<file path="config.mk">
export PLATFORM = sky130hd
export DESIGN_NAME = pdm_datapath
export DESIGN_NICKNAME = d
export VERILOG_FILES = /design/src/pdm_datapath.v
export VERILOG_INCLUDE_DIRS = /design/src
export SDC_FILE = /design/constraint.sdc
export NUM_CORES = 1
export LEC_CHECK = 0
export BUFFER_PORTS_ARGS = -buffer_cell sky130_fd_sc_hd__buf_4
export CAP_MARGIN = 10
export CORE_UTILIZATION = 45
export DETAILED_ROUTE_END_ITERATION = 8
export PLACE_DENSITY = 0.78
export SLEW_MARGIN = 10
export SYNTH_ARGS = -nofsm -noshare
export SYNTH_HDL_FRONTEND = slang
export SYNTH_SLANG_ARGS = --single-unit
</file>
<file path="constraint.sdc">
create_clock -name core_clk_i -period 2.7 [get_ports core_clk_i]
set_input_delay 0.54 -clock core_clk_i [delete_from_list [all_inputs] [get_ports core_clk_i]]
set_output_delay 0.54 -clock core_clk_i [all_outputs]
set_load 0.01 [all_outputs]
</file>
<file path="src/pdm_defines.vh">
// Constants for the processor datapath multiplexer and register block.
// Assumes inclusion by bare name from the datapath module file.
`ifndef PDM_DEFINES_VH
`define PDM_DEFINES_VH

// ----------------------------------------------------------------------
// Widths
// ----------------------------------------------------------------------
`define PDM_DW 16
`define PDM_AW 18
`define PDM_PW 9
`define PDM_PSW 8
`define PDM_RBW 5
`define PDM_SPD 16

// ----------------------------------------------------------------------
// Destination selector codes
// ----------------------------------------------------------------------
`define PDM_DSEL_READ_BUS 2'h0
`define PDM_DSEL_RESULT 2'h1
`define PDM_DSEL_RESULT_SHR 2'h2
`define PDM_DSEL_SYS_BUS 2'h3

// ----------------------------------------------------------------------
// Timing pulse codes used by the clock enable gates
// ----------------------------------------------------------------------
`define PDM_PULSE_FIRST 2'h1
`define PDM_PULSE_SECOND 2'h2
`define PDM_PULSE_THIRD 2'h3
`define PDM_PULSE_IR `PDM_PULSE_THIRD
`define PDM_PULSE_BA `PDM_PULSE_SECOND
`define PDM_PULSE_B `PDM_PULSE_THIRD
`define PDM_PULSE_RESULT `PDM_PULSE_SECOND
`define PDM_PULSE_SCRATCH `PDM_PULSE_THIRD
`define PDM_PULSE_PS `PDM_PULSE_THIRD

// ----------------------------------------------------------------------
// Processor register addresses seen on the bus address register
// ----------------------------------------------------------------------
`define PDM_ADDR_PS 18'h3fffe
`define PDM_ADDR_LIMIT 18'h3fffa
`define PDM_ADDR_SWITCH 18'h3ff78
`define PDM_ADDR_SCRATCH_BASE 18'h3ff00
`define PDM_ADDR_SCRATCH_MASK 18'h3ffe0
`define PDM_RED_ZONE 18'h00020

// ----------------------------------------------------------------------
// Software register indices (byte address = word offset)
// ----------------------------------------------------------------------
`define PDM_REG_STATUS 5'h00
`define PDM_REG_MASK 5'h04
`define PDM_REG_STACK_LIMIT 5'h08
`define PDM_REG_SWITCH 5'h0c
`define PDM_REG_INSTR 5'h10
`define PDM_REG_RESULT 5'h14
`define PDM_REG_STATE 5'h18

// ----------------------------------------------------------------------
// Event bits and reset values
// ----------------------------------------------------------------------
`define PDM_EV_W 3
`define PDM_EV_OVFL 0
`define PDM_EV_HALT 1
`define PDM_EV_IRLD 2
`define PDM_EV_ZERO 3'h0
`define PDM_RST_DATA 16'h0000
`define PDM_RST_ADDR 18'h00000
`define PDM_RST_PTR 9'h000
`define PDM_RST_PS 8'h00
`define PDM_RST_LIMIT 16'h0000
`define PDM_RST_WORD 32'h0000_0000
`define PDM_IR_REG_LSB 0
`define PDM_IR_REG_MSB 3
`define PDM_IR_BR_LSB 6
`define PDM_IR_BR_MSB 11

`endif

</file>
<file path="src/pdm_datapath.v">
// Datapath slice: clock enable gates, destination selector, result and
// instruction registers, address and data decoding, pointer drivers.
// Assumes the sequencer gives one-cycle timing pulses synchronous to
// core_clk_i and the microword fields stay steady around each pulse.
//
// Overview of operation
// RULE1: Register loads derive from chosen timing pulse
// RULE2: Load only when microword enable bit set
// RULE3: Two-bit field selects four data sources
// RULE4: Selector output feeds registers, display, bus
// RULE5: Result register captures ALU output
// RULE6: Result drives selector and system bus data
// RULE7: Console indicators show selector output inverted
// RULE8: Decoder examines bus address and result
// RULE9: Distinct selects: status, limit, scratch, switches
// RULE10: Detect stack overflow; flag and halt
// RULE11: Zero detect when result all zero
// RULE12: Pointer buffered to history and expansion
// RULE13: Instruction register holds sixteen bits
// RULE14: Instruction register loads selector output on fetch
// RULE15: Instruction register feeds instruction decode
// RULE16: Instruction bits drive microbranch and scratch select
// RULE17: Read bus ORs scratch, status, option data
// RULE18: History register captures pointer every clock
// RULE19: Shift-right input moves result toward bit zero
`timescale 1ns/1ps
`include "pdm_defines.vh"
`default_nettype none

module pdm_datapath (
  // Clock and reset
  input wire core_clk_i,
  input wire rst_i,
  // Timing pulses from the pulse generator
  input wire first_timing_pulse_i,
  input wire second_timing_pulse_i,
  input wire third_timing_pulse_i,
  // Microword load enables
  input wire instruction_load_enable_i,
  input wire bus_address_load_enable_i,
  input wire operand_b_load_enable_i,
  input wire result_load_enable_i,
  input wire scratch_write_high_i,
  input wire scratch_write_low_i,
  input wire status_load_enable_i,
  input wire [1:0] destination_selector_i,
  input wire scratch_read_enable_i,
  input wire status_read_enable_i,
  input wire stack_reference_i,
  input wire shift_in_i,
  // Data sources
  input wire [`PDM_DW-1:0] alu_result_i,
  input wire [`PDM_DW-1:0] system_bus_data_i,
  input wire [`PDM_DW-1:0] option_data_i,
  input wire [`PDM_AW-1:0] bus_address_next_i,
  input wire [`PDM_PW-1:0] microprogram_pointer_i,
  // Software register port
  input wire [`PDM_RBW-1:0] reg_addr_i,
  input wire [31:0] reg_wdata_i,
  input wire reg_write_i,
  input wire reg_read_i,
  output reg [31:0] reg_rdata_o,
  // Datapath outputs
  output wire [`PDM_DW-1:0] internal_data_bus_o,
  output wire [`PDM_DW-1:0] read_bus_o,
  output wire [`PDM_DW-1:0] system_bus_data_o,
  output wire [`PDM_DW-1:0] console_data_n_o,
  output wire [`PDM_DW-1:0] operand_b_o,
  output wire [`PDM_AW-1:0] bus_address_o,
  output wire [`PDM_PSW-1:0] status_word_o,
  output wire [`PDM_DW-1:0] instruction_holding_reg_o,
  output wire [`PDM_IR_BR_MSB-`PDM_IR_BR_LSB:0] microbranch_bits_o,
  output wire [`PDM_PW-1:0] past_pointer_history_o,
  output wire [`PDM_PW-1:0] buffered_pointer_copy_o,
  output wire [`PDM_PW-1:0] expansion_pointer_copy_o,
  // Decoder outputs
  output wire status_select_o,
  output wire stack_limit_select_o,
  output wire scratch_select_o,
  output wire console_switch_select_o,
  output wire stack_overflow_flag_o,
  output wire stack_overflow_halt_o,
  output wire result_zero_o,
  // Interrupt
  output wire irq_o
);

  // ----------------------------------------------------------------------
  // Functions
  // ----------------------------------------------------------------------
  // Chosen pulse for a register's load; code 0 means no pulse
  function pulse_pick;
    input [1:0] code;
    input pa;
    input pb;
    input pc;
    begin
      case (code)
        `PDM_PULSE_FIRST: pulse_pick = pa;
        `PDM_PULSE_SECOND: pulse_pick = pb;
        `PDM_PULSE_THIRD: pulse_pick = pc;
        default: pulse_pick = 1'b0;
      endcase
    end
  endfunction

  // Match of an address against a processor register address, compared under a mask
  function addr_hit;
    input [`PDM_AW-1:0] addr;
    input [`PDM_AW-1:0] target;
    input [`PDM_AW-1:0] mask;
    begin
      addr_hit = ((addr & mask) == (target & mask));
    end
  endfunction

  // ----------------------------------------------------------------------
  // Storage
  // ----------------------------------------------------------------------
  reg [`PDM_DW-1:0] result_ff;
  reg [`PDM_DW-1:0] instr_ff;
  reg [`PDM_DW-1:0] operand_b_ff;
  reg [`PDM_AW-1:0] bus_addr_ff;
  reg [`PDM_PSW-1:0] status_ff;
  reg [`PDM_PW-1:0] past_ptr_ff;
  reg [`PDM_DW-1:0] display_n_ff;
  reg [`PDM_DW-1:0] scratch_mem [0:`PDM_SPD-1];
  reg [`PDM_EV_W-1:0] event_ff;
  reg [`PDM_EV_W-1:0] mask_ff;
  reg [`PDM_DW-1:0] limit_ff;
  reg [`PDM_DW-1:0] switch_ff;
  reg [31:0] nxt_rdata;
  reg [`PDM_DW-1:0] dmux;
  wire [`PDM_EV_W-1:0] ev_set;
  wire [`PDM_EV_W-1:0] ev_clr;

  // ----------------------------------------------------------------------
  // Clock enable gates
  // ----------------------------------------------------------------------
  // Single clock design: the gated clocks become one-cycle load strobes,
  // which avoids skew between gated clock trees at the cost of a pulse
  // input that must be synchronous.
  wire tpa = first_timing_pulse_i;
  wire tpb = second_timing_pulse_i;
  wire tpc = third_timing_pulse_i;
  wire ld_ir = instruction_load_enable_i & pulse_pick(`PDM_PULSE_IR, tpa, tpb, tpc); // RULE1 RULE2
  wire ld_ba = bus_address_load_enable_i & pulse_pick(`PDM_PULSE_BA, tpa, tpb, tpc); // RULE1 RULE2
  wire ld_b = operand_b_load_enable_i & pulse_pick(`PDM_PULSE_B, tpa, tpb, tpc); // RULE1 RULE2
  wire ld_res = result_load_enable_i & pulse_pick(`PDM_PULSE_RESULT, tpa, tpb, tpc); // RULE1 RULE2
  wire sp_pulse = pulse_pick(`PDM_PULSE_SCRATCH, tpa, tpb, tpc); // RULE1
  wire wr_hi = scratch_write_high_i & sp_pulse; // RULE2
  wire wr_lo = scratch_write_low_i & sp_pulse; // RULE2
  wire ld_ps = status_load_enable_i & pulse_pick(`PDM_PULSE_PS, tpa, tpb, tpc); // RULE1

  // ----------------------------------------------------------------------
  // Register read bus
  // ----------------------------------------------------------------------
  // Scratch pad word picked by low instruction bits
  wire [`PDM_IR_REG_MSB:0] sp_index = instr_ff[`PDM_IR_REG_MSB:`PDM_IR_REG_LSB]; // RULE16
  wire [`PDM_DW-1:0] sp_rd = scratch_mem[sp_index];
  wire [`PDM_DW-1:0] sp_term = scratch_read_enable_i ? sp_rd : `PDM_RST_DATA;
  wire [`PDM_DW-1:0] ps_term = status_read_enable_i ?
    {{(`PDM_DW-`PDM_PSW){1'b0}}, status_ff} : `PDM_RST_DATA;
  // Wired-OR of all three drivers, as the open-collector bus did
  wire [`PDM_DW-1:0] read_bus = sp_term | ps_term | option_data_i; // RULE17
  assign read_bus_o = read_bus; // RULE17

  // ----------------------------------------------------------------------
  // Destination selector
  // ----------------------------------------------------------------------
  // Shifted input: top bit comes from outside shift logic
  wire [`PDM_DW-1:0] result_shr = {shift_in_i, result_ff[`PDM_DW-1:1]}; // RULE19

  always @*
  begin
    case (destination_selector_i) // RULE3
      `PDM_DSEL_READ_BUS: dmux = read_bus;
      `PDM_DSEL_RESULT: dmux = result_ff;
      `PDM_DSEL_RESULT_SHR: dmux = result_shr;
      `PDM_DSEL_SYS_BUS: dmux = system_bus_data_i;
      default: dmux = read_bus;
    endcase
  end

  assign internal_data_bus_o = dmux; // RULE4

  // ----------------------------------------------------------------------
  // Datapath registers
  // ----------------------------------------------------------------------
  // Result, instruction, B, bus address and status registers
  always @(posedge core_clk_i)
  begin
    if (rst_i)
    begin
      result_ff <= `PDM_RST_DATA;
      instr_ff <= `PDM_RST_DATA;
      operand_b_ff <= `PDM_RST_DATA;
      bus_addr_ff <= `PDM_RST_ADDR;
      status_ff <= `PDM_RST_PS;
    end
    else
    begin
      if (ld_res)
        result_ff <= alu_result_i; // RULE5
      if (ld_ir)
        instr_ff <= dmux; // RULE4 RULE13 RULE14
      if (ld_b)
        operand_b_ff <= dmux; // RULE4
      if (ld_ba)
        bus_addr_ff <= bus_address_next_i;
      if (ld_ps)
        status_ff <= dmux[`PDM_PSW-1:0]; // RULE4
    end
  end

  // Scratch pad has no reset; byte strobes write each half alone
  always @(posedge core_clk_i)
  begin
    if (wr_hi)
      scratch_mem[sp_index][`PDM_DW-1:`PDM_PSW] <= dmux[`PDM_DW-1:`PDM_PSW]; // RULE4
    if (wr_lo)
      scratch_mem[sp_index][`PDM_PSW-1:0] <= dmux[`PDM_PSW-1:0]; // RULE4
  end

  // History register and console display follow every clock
  always @(posedge core_clk_i)
  begin
    if (rst_i)
    begin
      past_ptr_ff <= `PDM_RST_PTR;
      display_n_ff <= ~`PDM_RST_DATA;
    end
    else
    begin
      past_ptr_ff <= buffered_pointer_copy_o; // RULE18
      display_n_ff <= ~dmux; // RULE7
    end
  end

  assign system_bus_data_o = result_ff; // RULE6
  assign console_data_n_o = display_n_ff;
  assign operand_b_o = operand_b_ff;
  assign bus_address_o = bus_addr_ff;
  assign status_word_o = status_ff;
  assign instruction_holding_reg_o = instr_ff; // RULE15
  assign microbranch_bits_o = instr_ff[`PDM_IR_BR_MSB:`PDM_IR_BR_LSB]; // RULE16
  assign past_pointer_history_o = past_ptr_ff;

  // ----------------------------------------------------------------------
  // Pointer drivers
  // ----------------------------------------------------------------------
  // Pure fan-out; no storage so the copies track the pointer at once
  assign buffered_pointer_copy_o = microprogram_pointer_i; // RULE12
  assign expansion_pointer_copy_o = microprogram_pointer_i; // RULE12

  // ----------------------------------------------------------------------
  // Address and data decoding
  // ----------------------------------------------------------------------
  wire [`PDM_AW-1:0] full_mask = {`PDM_AW{1'b1}};
  assign status_select_o = addr_hit(bus_addr_ff, `PDM_ADDR_PS, full_mask); // RULE8 RULE9
  assign stack_limit_select_o = addr_hit(bus_addr_ff, `PDM_ADDR_LIMIT, full_mask); // RULE9
  assign scratch_select_o = addr_hit(bus_addr_ff, `PDM_ADDR_SCRATCH_BASE,
    `PDM_ADDR_SCRATCH_MASK); // RULE9
  assign console_switch_select_o = addr_hit(bus_addr_ff, `PDM_ADDR_SWITCH, full_mask); // RULE9

  // Stack reference below the limit warns; more than the red zone below it halts
  wire [`PDM_AW-1:0] limit_ext = {{(`PDM_AW-`PDM_DW){1'b0}}, limit_ff};
  wire below_limit = bus_addr_ff < limit_ext;
  wire [`PDM_AW:0] red_sum = {1'b0, bus_addr_ff} + {1'b0, `PDM_RED_ZONE};
  wire below_red = red_sum < {1'b0, limit_ext};
  assign stack_overflow_flag_o = stack_reference_i & below_limit; // RULE10
  assign stack_overflow_halt_o = stack_reference_i & below_red; // RULE10
  assign result_zero_o = (result_ff == `PDM_RST_DATA); // RULE8 RULE11

  // ----------------------------------------------------------------------
  // Interrupt status
  // ----------------------------------------------------------------------
  assign ev_set[`PDM_EV_OVFL] = stack_overflow_flag_o;
  assign ev_set[`PDM_EV_HALT] = stack_overflow_halt_o;
  assign ev_set[`PDM_EV_IRLD] = ld_ir;
  wire status_wr = reg_write_i & (reg_addr_i == `PDM_REG_STATUS);
  assign ev_clr = status_wr ? reg_wdata_i[`PDM_EV_W-1:0] : `PDM_EV_ZERO;

  // Set beats clear so an event in the clearing cycle is kept
  always @(posedge core_clk_i)
  begin
    if (rst_i)
      event_ff <= `PDM_EV_ZERO;
    else
      event_ff <= (event_ff & ~ev_clr) | ev_set;
  end

  assign irq_o = |(event_ff & mask_ff);

  // ----------------------------------------------------------------------
  // Software register port
  // ----------------------------------------------------------------------
  // Writable control registers
  always @(posedge core_clk_i)
  begin
    if (rst_i)
    begin
      mask_ff <= `PDM_EV_ZERO;
      limit_ff <= `PDM_RST_LIMIT;
      switch_ff <= `PDM_RST_DATA;
    end
    else if (reg_write_i)
    begin
      case (reg_addr_i)
        `PDM_REG_MASK: mask_ff <= reg_wdata_i[`PDM_EV_W-1:0];
        `PDM_REG_STACK_LIMIT: limit_ff <= reg_wdata_i[`PDM_DW-1:0];
        `PDM_REG_SWITCH: switch_ff <= reg_wdata_i[`PDM_DW-1:0];
        default: ;
      endcase
    end
  end

  // Read mux; unmapped addresses answer zero
  always @*
  begin
    nxt_rdata = `PDM_RST_WORD;
    if (reg_read_i)
    begin
      case (reg_addr_i)
        `PDM_REG_STATUS: nxt_rdata[`PDM_EV_W-1:0] = event_ff;
        `PDM_REG_MASK: nxt_rdata[`PDM_EV_W-1:0] = mask_ff;
        `PDM_REG_STACK_LIMIT: nxt_rdata[`PDM_DW-1:0] = limit_ff;
        `PDM_REG_SWITCH: nxt_rdata[`PDM_DW-1:0] = switch_ff;
        `PDM_REG_INSTR: nxt_rdata[`PDM_DW-1:0] = instr_ff;
        `PDM_REG_RESULT: nxt_rdata[`PDM_DW-1:0] = result_ff;
        `PDM_REG_STATE: nxt_rdata[`PDM_PW:0] = {result_zero_o, past_ptr_ff};
        default: nxt_rdata = `PDM_RST_WORD;
      endcase
    end
  end

  // Read data valid only in the cycle after the strobe
  always @(posedge core_clk_i)
  begin
    if (rst_i)
      reg_rdata_o <= `PDM_RST_WORD;
    else
      reg_rdata_o <= nxt_rdata;
  end

  // Console switch word is plain storage: software writes it and reads
  // it back; the bus side only sees its decode select.

endmodule

`default_nettype wire

</file>
==> flow_summary.ini, run 1 <==
[outcome]
outcome = complete, but fails checks
violations = negative setup slack

[grt]
grt_pass1_vias = 13200
grt_start_max_net_pins = 127
grt_use_total_pct = 27.9
overflow = 0
antenna_found_initial = 3
grt_pass1_wl_mm = 80.8

[die]
die_w_um = 198
core_um2 = 37800
start_util_pct = 45.9
fp-row-count = 71
fp.dieH_um = 198
dieArea_um2 = 39400
ios = 327

[route]
routedWlPerCell_um = 24.6
vias_per_cell = 5.80
vias = 13700
ant_nets = 0
first_pass_iters = 7
drc_errors = 0
drtIter0Drc = 1477
wirelength_mm = 58.1

[synth]
yosysTopAreaCellShare_pct = 44.3
seq_area_frac_synth_pct = 62.4
yosys_register_bits = 413
ys.flop_type = edfxtp_1
synth_area_um2 = 17400
synth_warnings = 0
avgSynthCellArea_um2 = 12.2
ys_types = 52
yosysTopAreaCell = edfxtp_1
synth_area_leaders = edfxtp_1, dfxtp_1, mux2i_1
synth_cells = 1425
async_flop_share_pct = 0
synth_enable_flop_cells = 256

[cts]
clock_latency_ps = 540
path_clk_slew_ps = 70
clk_path_buf_depth = 3
numCtsBuffers = 40
cts-root-buf = clkbuf_16
holdBufCountCts = 0
htree_levels = 2
cts_tree = built
clock-sinks = 413

[finish]
nFillCells = 2763
final_cell_mix = buf_4, edfxtp_1, nand2_1
final_area_um2 = 23400
drive_above_1_share_pct = 35.2
fin_nets = 1976
layout_commonest_cell = buf_4
area_growth_pct = 34.9

[pwr]
power.leakage_uw = 0.00873
ir_drop_v = 0.000506
power.density_nw_per_um2 = 621

[flow_run]
maxCapViolations = 0

[timing]
relSlewSlack_pct = 30.9
hold_viol_final = 0
fmax_mhz = 312
setup_viol = 45
min_period_over_period_pct = 119
layout_setup_ws_ps = -503
rsz0062_at_grt = true
worstMarginPinSlew_ps = 1030
slew_violations = 0
skew_ps = 13.1
min_period_ps = 3200

[worst_hold_path]
hold_path.startpoint = bus_address_next_i[16]
hold-path-endpoint = bus_address_o[16]$_SDFFE_PP0P_
holdPathStages = 3
hold_class = in2reg

[placement]
post_dp_cell_area_um2 = 20400
place_ws_ps = 5.01
dp_hpwl_mm = 36.8
io_buffer_count = 293
finalWeightedCongestion = 0.931

[critical_path]
cp-end-kind = output port
worstPathMaxFanout = 6
reg2reg_depth = 13
required_ps = 2160
r2r_setup_slack_ps = -20
crit_path_start_kind = flip-flop
worstSetupPathType = reg2out
crit_arrival_ps = 2660
r2r-end = scratch_mem[7][1]$_DFFE_PP_
## cell usage after synthesis (all sizes together) (25+ instances only)
master / count
a211oi: 25
a21oi: 97
a22oi: 64
buf: 78
clkbuf: 49
dfxtp: 157
edfxtp: 256
ha: 28
inv: 30
mux2i: 142
nand2: 201
nand3: 33
nor2: 69
## stage by stage
step                TNS [ps]  hold slack, ps  power [uW]  utilization [%]  std cells
floorplan                  0             436        7990                -       1440
global placement           0             442        8790             53.9       2213
detailed placement         0             446        8830             53.9       2213
CTS                   -10600             226       14400             60.3       2338
global route          -12540             241       14900             61.9       2356
finish                -10440             237       14600             61.9       2357
## worst max-delay path: stages, from the launching register on
cell and delay, ps:
dfxtp_4 430, buf_6 130, buf_12 130, buf_12 120
buf_16 140, mux2i_4 260, a22oi_2 120, nand4_1 200
nand3_2 170, o221ai_4 200, inv_2 70, buf_6 130
## worst max path at each step
stage | from | to | slack [ps] | depth (start not counted)
after floorplan | bus_address_o[7]$_SDFFE_PP0P_ | stack_overflow_halt_o | 60 | 11
after global placement | bus_address_o[5]$_SDFFE_PP0P_ | stack_overflow_halt_o | 20 | 10
after detailed placement | bus_address_o[5]$_SDFFE_PP0P_ | stack_overflow_halt_o | 5 | 10
after CTS | bus_address_o[8]$_SDFFE_PP0P_ | stack_overflow_halt_o | -470 | 10
after global routing | bus_address_o[7]$_SDFFE_PP0P_ | stack_overflow_halt_o | -590 | 11
final | flip-flop | internal_data_bus_o[1] | -500 | 11
## cells by family (layout without fill, tap and decap cells)
kind of cell,after synthesis,after routing,synth area share [%]
AOI/OAI and AO/OA,256,256,10.2
xor gates and xnor gates,9,9,0.454
adders and majority gates,28,28,2.02
buffers and inverters,157,561,4.69
DFF,413,413,62.4
muxes,153,153,9.61
other,1,18,0.0216
and+or+nand+nor,408,408,10.6
## registers in the layout, indices dropped and copies added (netlist names), named ones only
signal / flops
reg_rdata_o: 16
event_ff: 3
status_word_o: 8
instruction_holding_reg_o: 16
system_bus_data_o: 16
operand_b_o: 16
limit_ff: 16
bus_address_o: 18
switch_ff: 16
past_pointer_history_o: 9
mask_ff: 3
scratch_mem: 256
console_data_n_o: 16
## layout make-up
cell class | count | area (um2) | share of cell area (%)
clock buffers | 53 | 1090 | 4.66
well taps | 511 | 639 | 2.73
repair buffers | 461 | 4200 | 17.9
flip-flops and latches | 413 | 10900 | 46.3
inverters | 30 | 113 | 0.481
multi-input cells | 870 | 6390 | 27.3
clock inverters | 17 | 140 | 0.598
diodes | 2 | 5.00 | 0.0214
## routing by layer
metal  up-vias  share of wire [%]  track usage (%)
met2       875                 51             48.0
li1       5978                  -                -
met3       164                9.8             5.87
met1      6658                 35             33.5
met4         2                4.3             12.6
met5         -             0.0017                0
## power breakdown
part           internal [uW]  switching [uW]
Sequential              6900             141
Combinational           1020            1140
Clock                   3040            2320
## what timing repair did
action / CTS / global route
setup endpoints to repair: 29 / 71
buffers inserted: 45 / 33
pin swaps: 61 / 67
cloned: 10 / 4
resized for setup: 129 / 95
No activity file was read; power rests on OpenSTA's default activity.
==> inputs of run 2 (changes only) <==
--- a/config.mk
+++ b/config.mk
@@ -15,3 +15,4 @@
 export SYNTH_ARGS = -nofsm -noshare
 export SYNTH_HDL_FRONTEND = slang
 export SYNTH_SLANG_ARGS = --single-unit
+export TNS_END_PERCENT = 20
==> run 2 against run 1 <==
Against the previous run: the run still ends with negative setup slack left; clock skew rose by 1.2 ps; via count down 4.3%; non-clock buffer count fell by 47; sequential power hardly changed; routed wire length is 8.2% lower; worst hold slack hardly changed; register-to-register slack improved by 70 ps; global-route usage fell by 1.3 points; sequential share of layout area increased by 2.3 points; highest routed layer unchanged.
==> flow_summary.ini, run 2 (synthesis gave the netlist of run 1 again) <==
[die]
fp.dieH_um = 198
core_um2 = 37800
fp-row-count = 71
start_util_pct = 45.9
ios = 327
dieArea_um2 = 39400
die_w_um = 198

[finish]
fin_nets = 1929
largest_reg_flops = 256
stdcell_count = 2310
multi_input_comb_area_um2 = 6030
area_growth_pct = 28.4
drive_above_1_share_pct = 30.8
final_cell_mix = buf_4, edfxtp_1, nand2_1
nFillCells = 2961
top_register = scratch_mem
layout_commonest_cell = buf_4
seq_area_um2 = 10800

[timing]
hold_viol_final = 0
setup_viol = 26
fmax_mhz = 316
slew_violations = 0
relSlewSlack_pct = 46.7
min_period_ps = 3170
worstMarginPinSlew_ps = 796
rsz0062_at_grt = true
min_period_over_period_pct = 117
skew_ps = 14.3
tns_ps = -7040
layout_setup_ws_ps = -466
timing.hold.ws_ps = 237

[pwr]
ir_drop_v = 0.000505
netSwitchingPower_uw = 3440
pwr-share-comb_pct = 13.0
switching_share_pct = 24.3
power.leakage_uw = 0.00831
power.density_nw_per_um2 = 637
power_frac_clock_pct = 37.5
pwr-share-seq_pct = 49.5
p_int_uw = 10800

[flow_run]
maxCapViolations = 0

[outcome]
violations = negative setup slack
outcome = complete, but fails checks

[cts]
htree_levels = 2
cts-root-buf = clkbuf_16
numCtsBuffers = 40
path_clk_slew_ps = 70
clock_latency_ps = 540
cts_tree = built
clk_path_buf_depth = 3
clock-sinks = 413

[critical_path]
required_ps = 2160
r2r_setup_slack_ps = 50
worstSetupPathType = reg2out
crit_path_start_kind = flip-flop
worstPathMaxFanout = 5
crit_arrival_ps = 2630
cp-end-kind = output port

[route]
routedWlPerCell_um = 23.1
drtIter0Drc = 1215
vias_per_cell = 5.67
drc_errors = 0
first_pass_iters = 9
wirelength_mm = 53.3
vias = 13100
ant_nets = 0

[placement]
io_buffer_count = 293
place_ws_ps = 5.01
finalWeightedCongestion = 0.931
dp_cells = 2213
dp_hpwl_mm = 36.8

[grt]
grt_pass1_vias = 12700
overflow = 0
antenna_found_initial = 3
grt_use_total_pct = 26.5
grt_start_max_net_pins = 127
grt_pass1_wl_mm = 77.1

[worst_hold_path]
hold_class = in2reg
-- run 2: worst max-delay path: stages (launching register included) --
cell and delay [ps]:
dfxtp_4 380, and3_4 220, nand2_1 70, xnor2_1 130
ha_1 310, a21o_1 170, a21o_1 170, a21oi_1 150
o211ai_1 140, a21oi_2 210, buf_4 150
-- run 2: layout make-up --
| cell class | instances | area share (%) |
|---|---|---|
| Sequential cell | 413 | 48.6 |
| Multi-Input combinational cell | 870 | 27.1 |
| Timing Repair Buffer | 414 | 15.4 |
| Clock buffer | 53 | 4.89 |
| Tap cell | 511 | 2.87 |
| Clock inverter | 17 | 0.629 |
| Inverter | 30 | 0.505 |
| Antenna cell | 2 | 0.0224 |
-- run 2: final timing paths --
kind | end | startpoint | cells after the start
min reg2reg | switch_ff[13]$_SDFFE_PP0P_ | switch_ff[13]$_SDFFE_PP0P_ | 2
max reg2reg | instruction_holding_reg_o[10]$_SDFFE_PP0P_ | flip-flop | 12
max | stack_overflow_halt_o | bus_address_o[5]$_SDFFE_PP0P_ | 10
min | bus_address_o[16]$_SDFFE_PP0P_ | bus_address_next_i[16] | 3
-- run 2: power by group through the flow --
stage	clock (uW)	sequential, uW	combinational, uW
after floorplan	0	7150	837
after global placement	0	7160	1630
after detailed placement	0	7160	1670
after CTS	5350	7030	1760
after global routing	5600	7040	1950
final	5330	7040	1840
-- run 2: stage by stage --
| stage | util [%] | area, um2 | power (uW) |
|---|---|---|---|
| after global routing | 58.9 | 22300 | 14600 |
| after global placement | 53.9 | 20400 | 8790 |
| final | 58.9 | 22300 | 14200 |
| after detailed placement | 53.9 | 20400 | 8830 |
| after floorplan | - | 17400 | 7990 |
| after CTS | 58.2 | 22000 | 14100 |
-- run 2: timing repair --
action | in CTS | in global routing
hold buffers | 0 | 0
cloned | 4 | 2
setup buffers | 9 | 12
pin swaps | 32 | 34
endpoints found under the hold margin | 0 | 0
endpoints found under the setup margin | 29 | 38
resized for setup | 50 | 38
-- run 2: metal layers --
layer,up-vias,track usage [%],routed length [um]
met1,6413,31.9,19700
met3,118,5.75,4710
li1,5875,-,-
met5,-,0,13
met4,2,10.0,1900
met2,683,46.4,27000
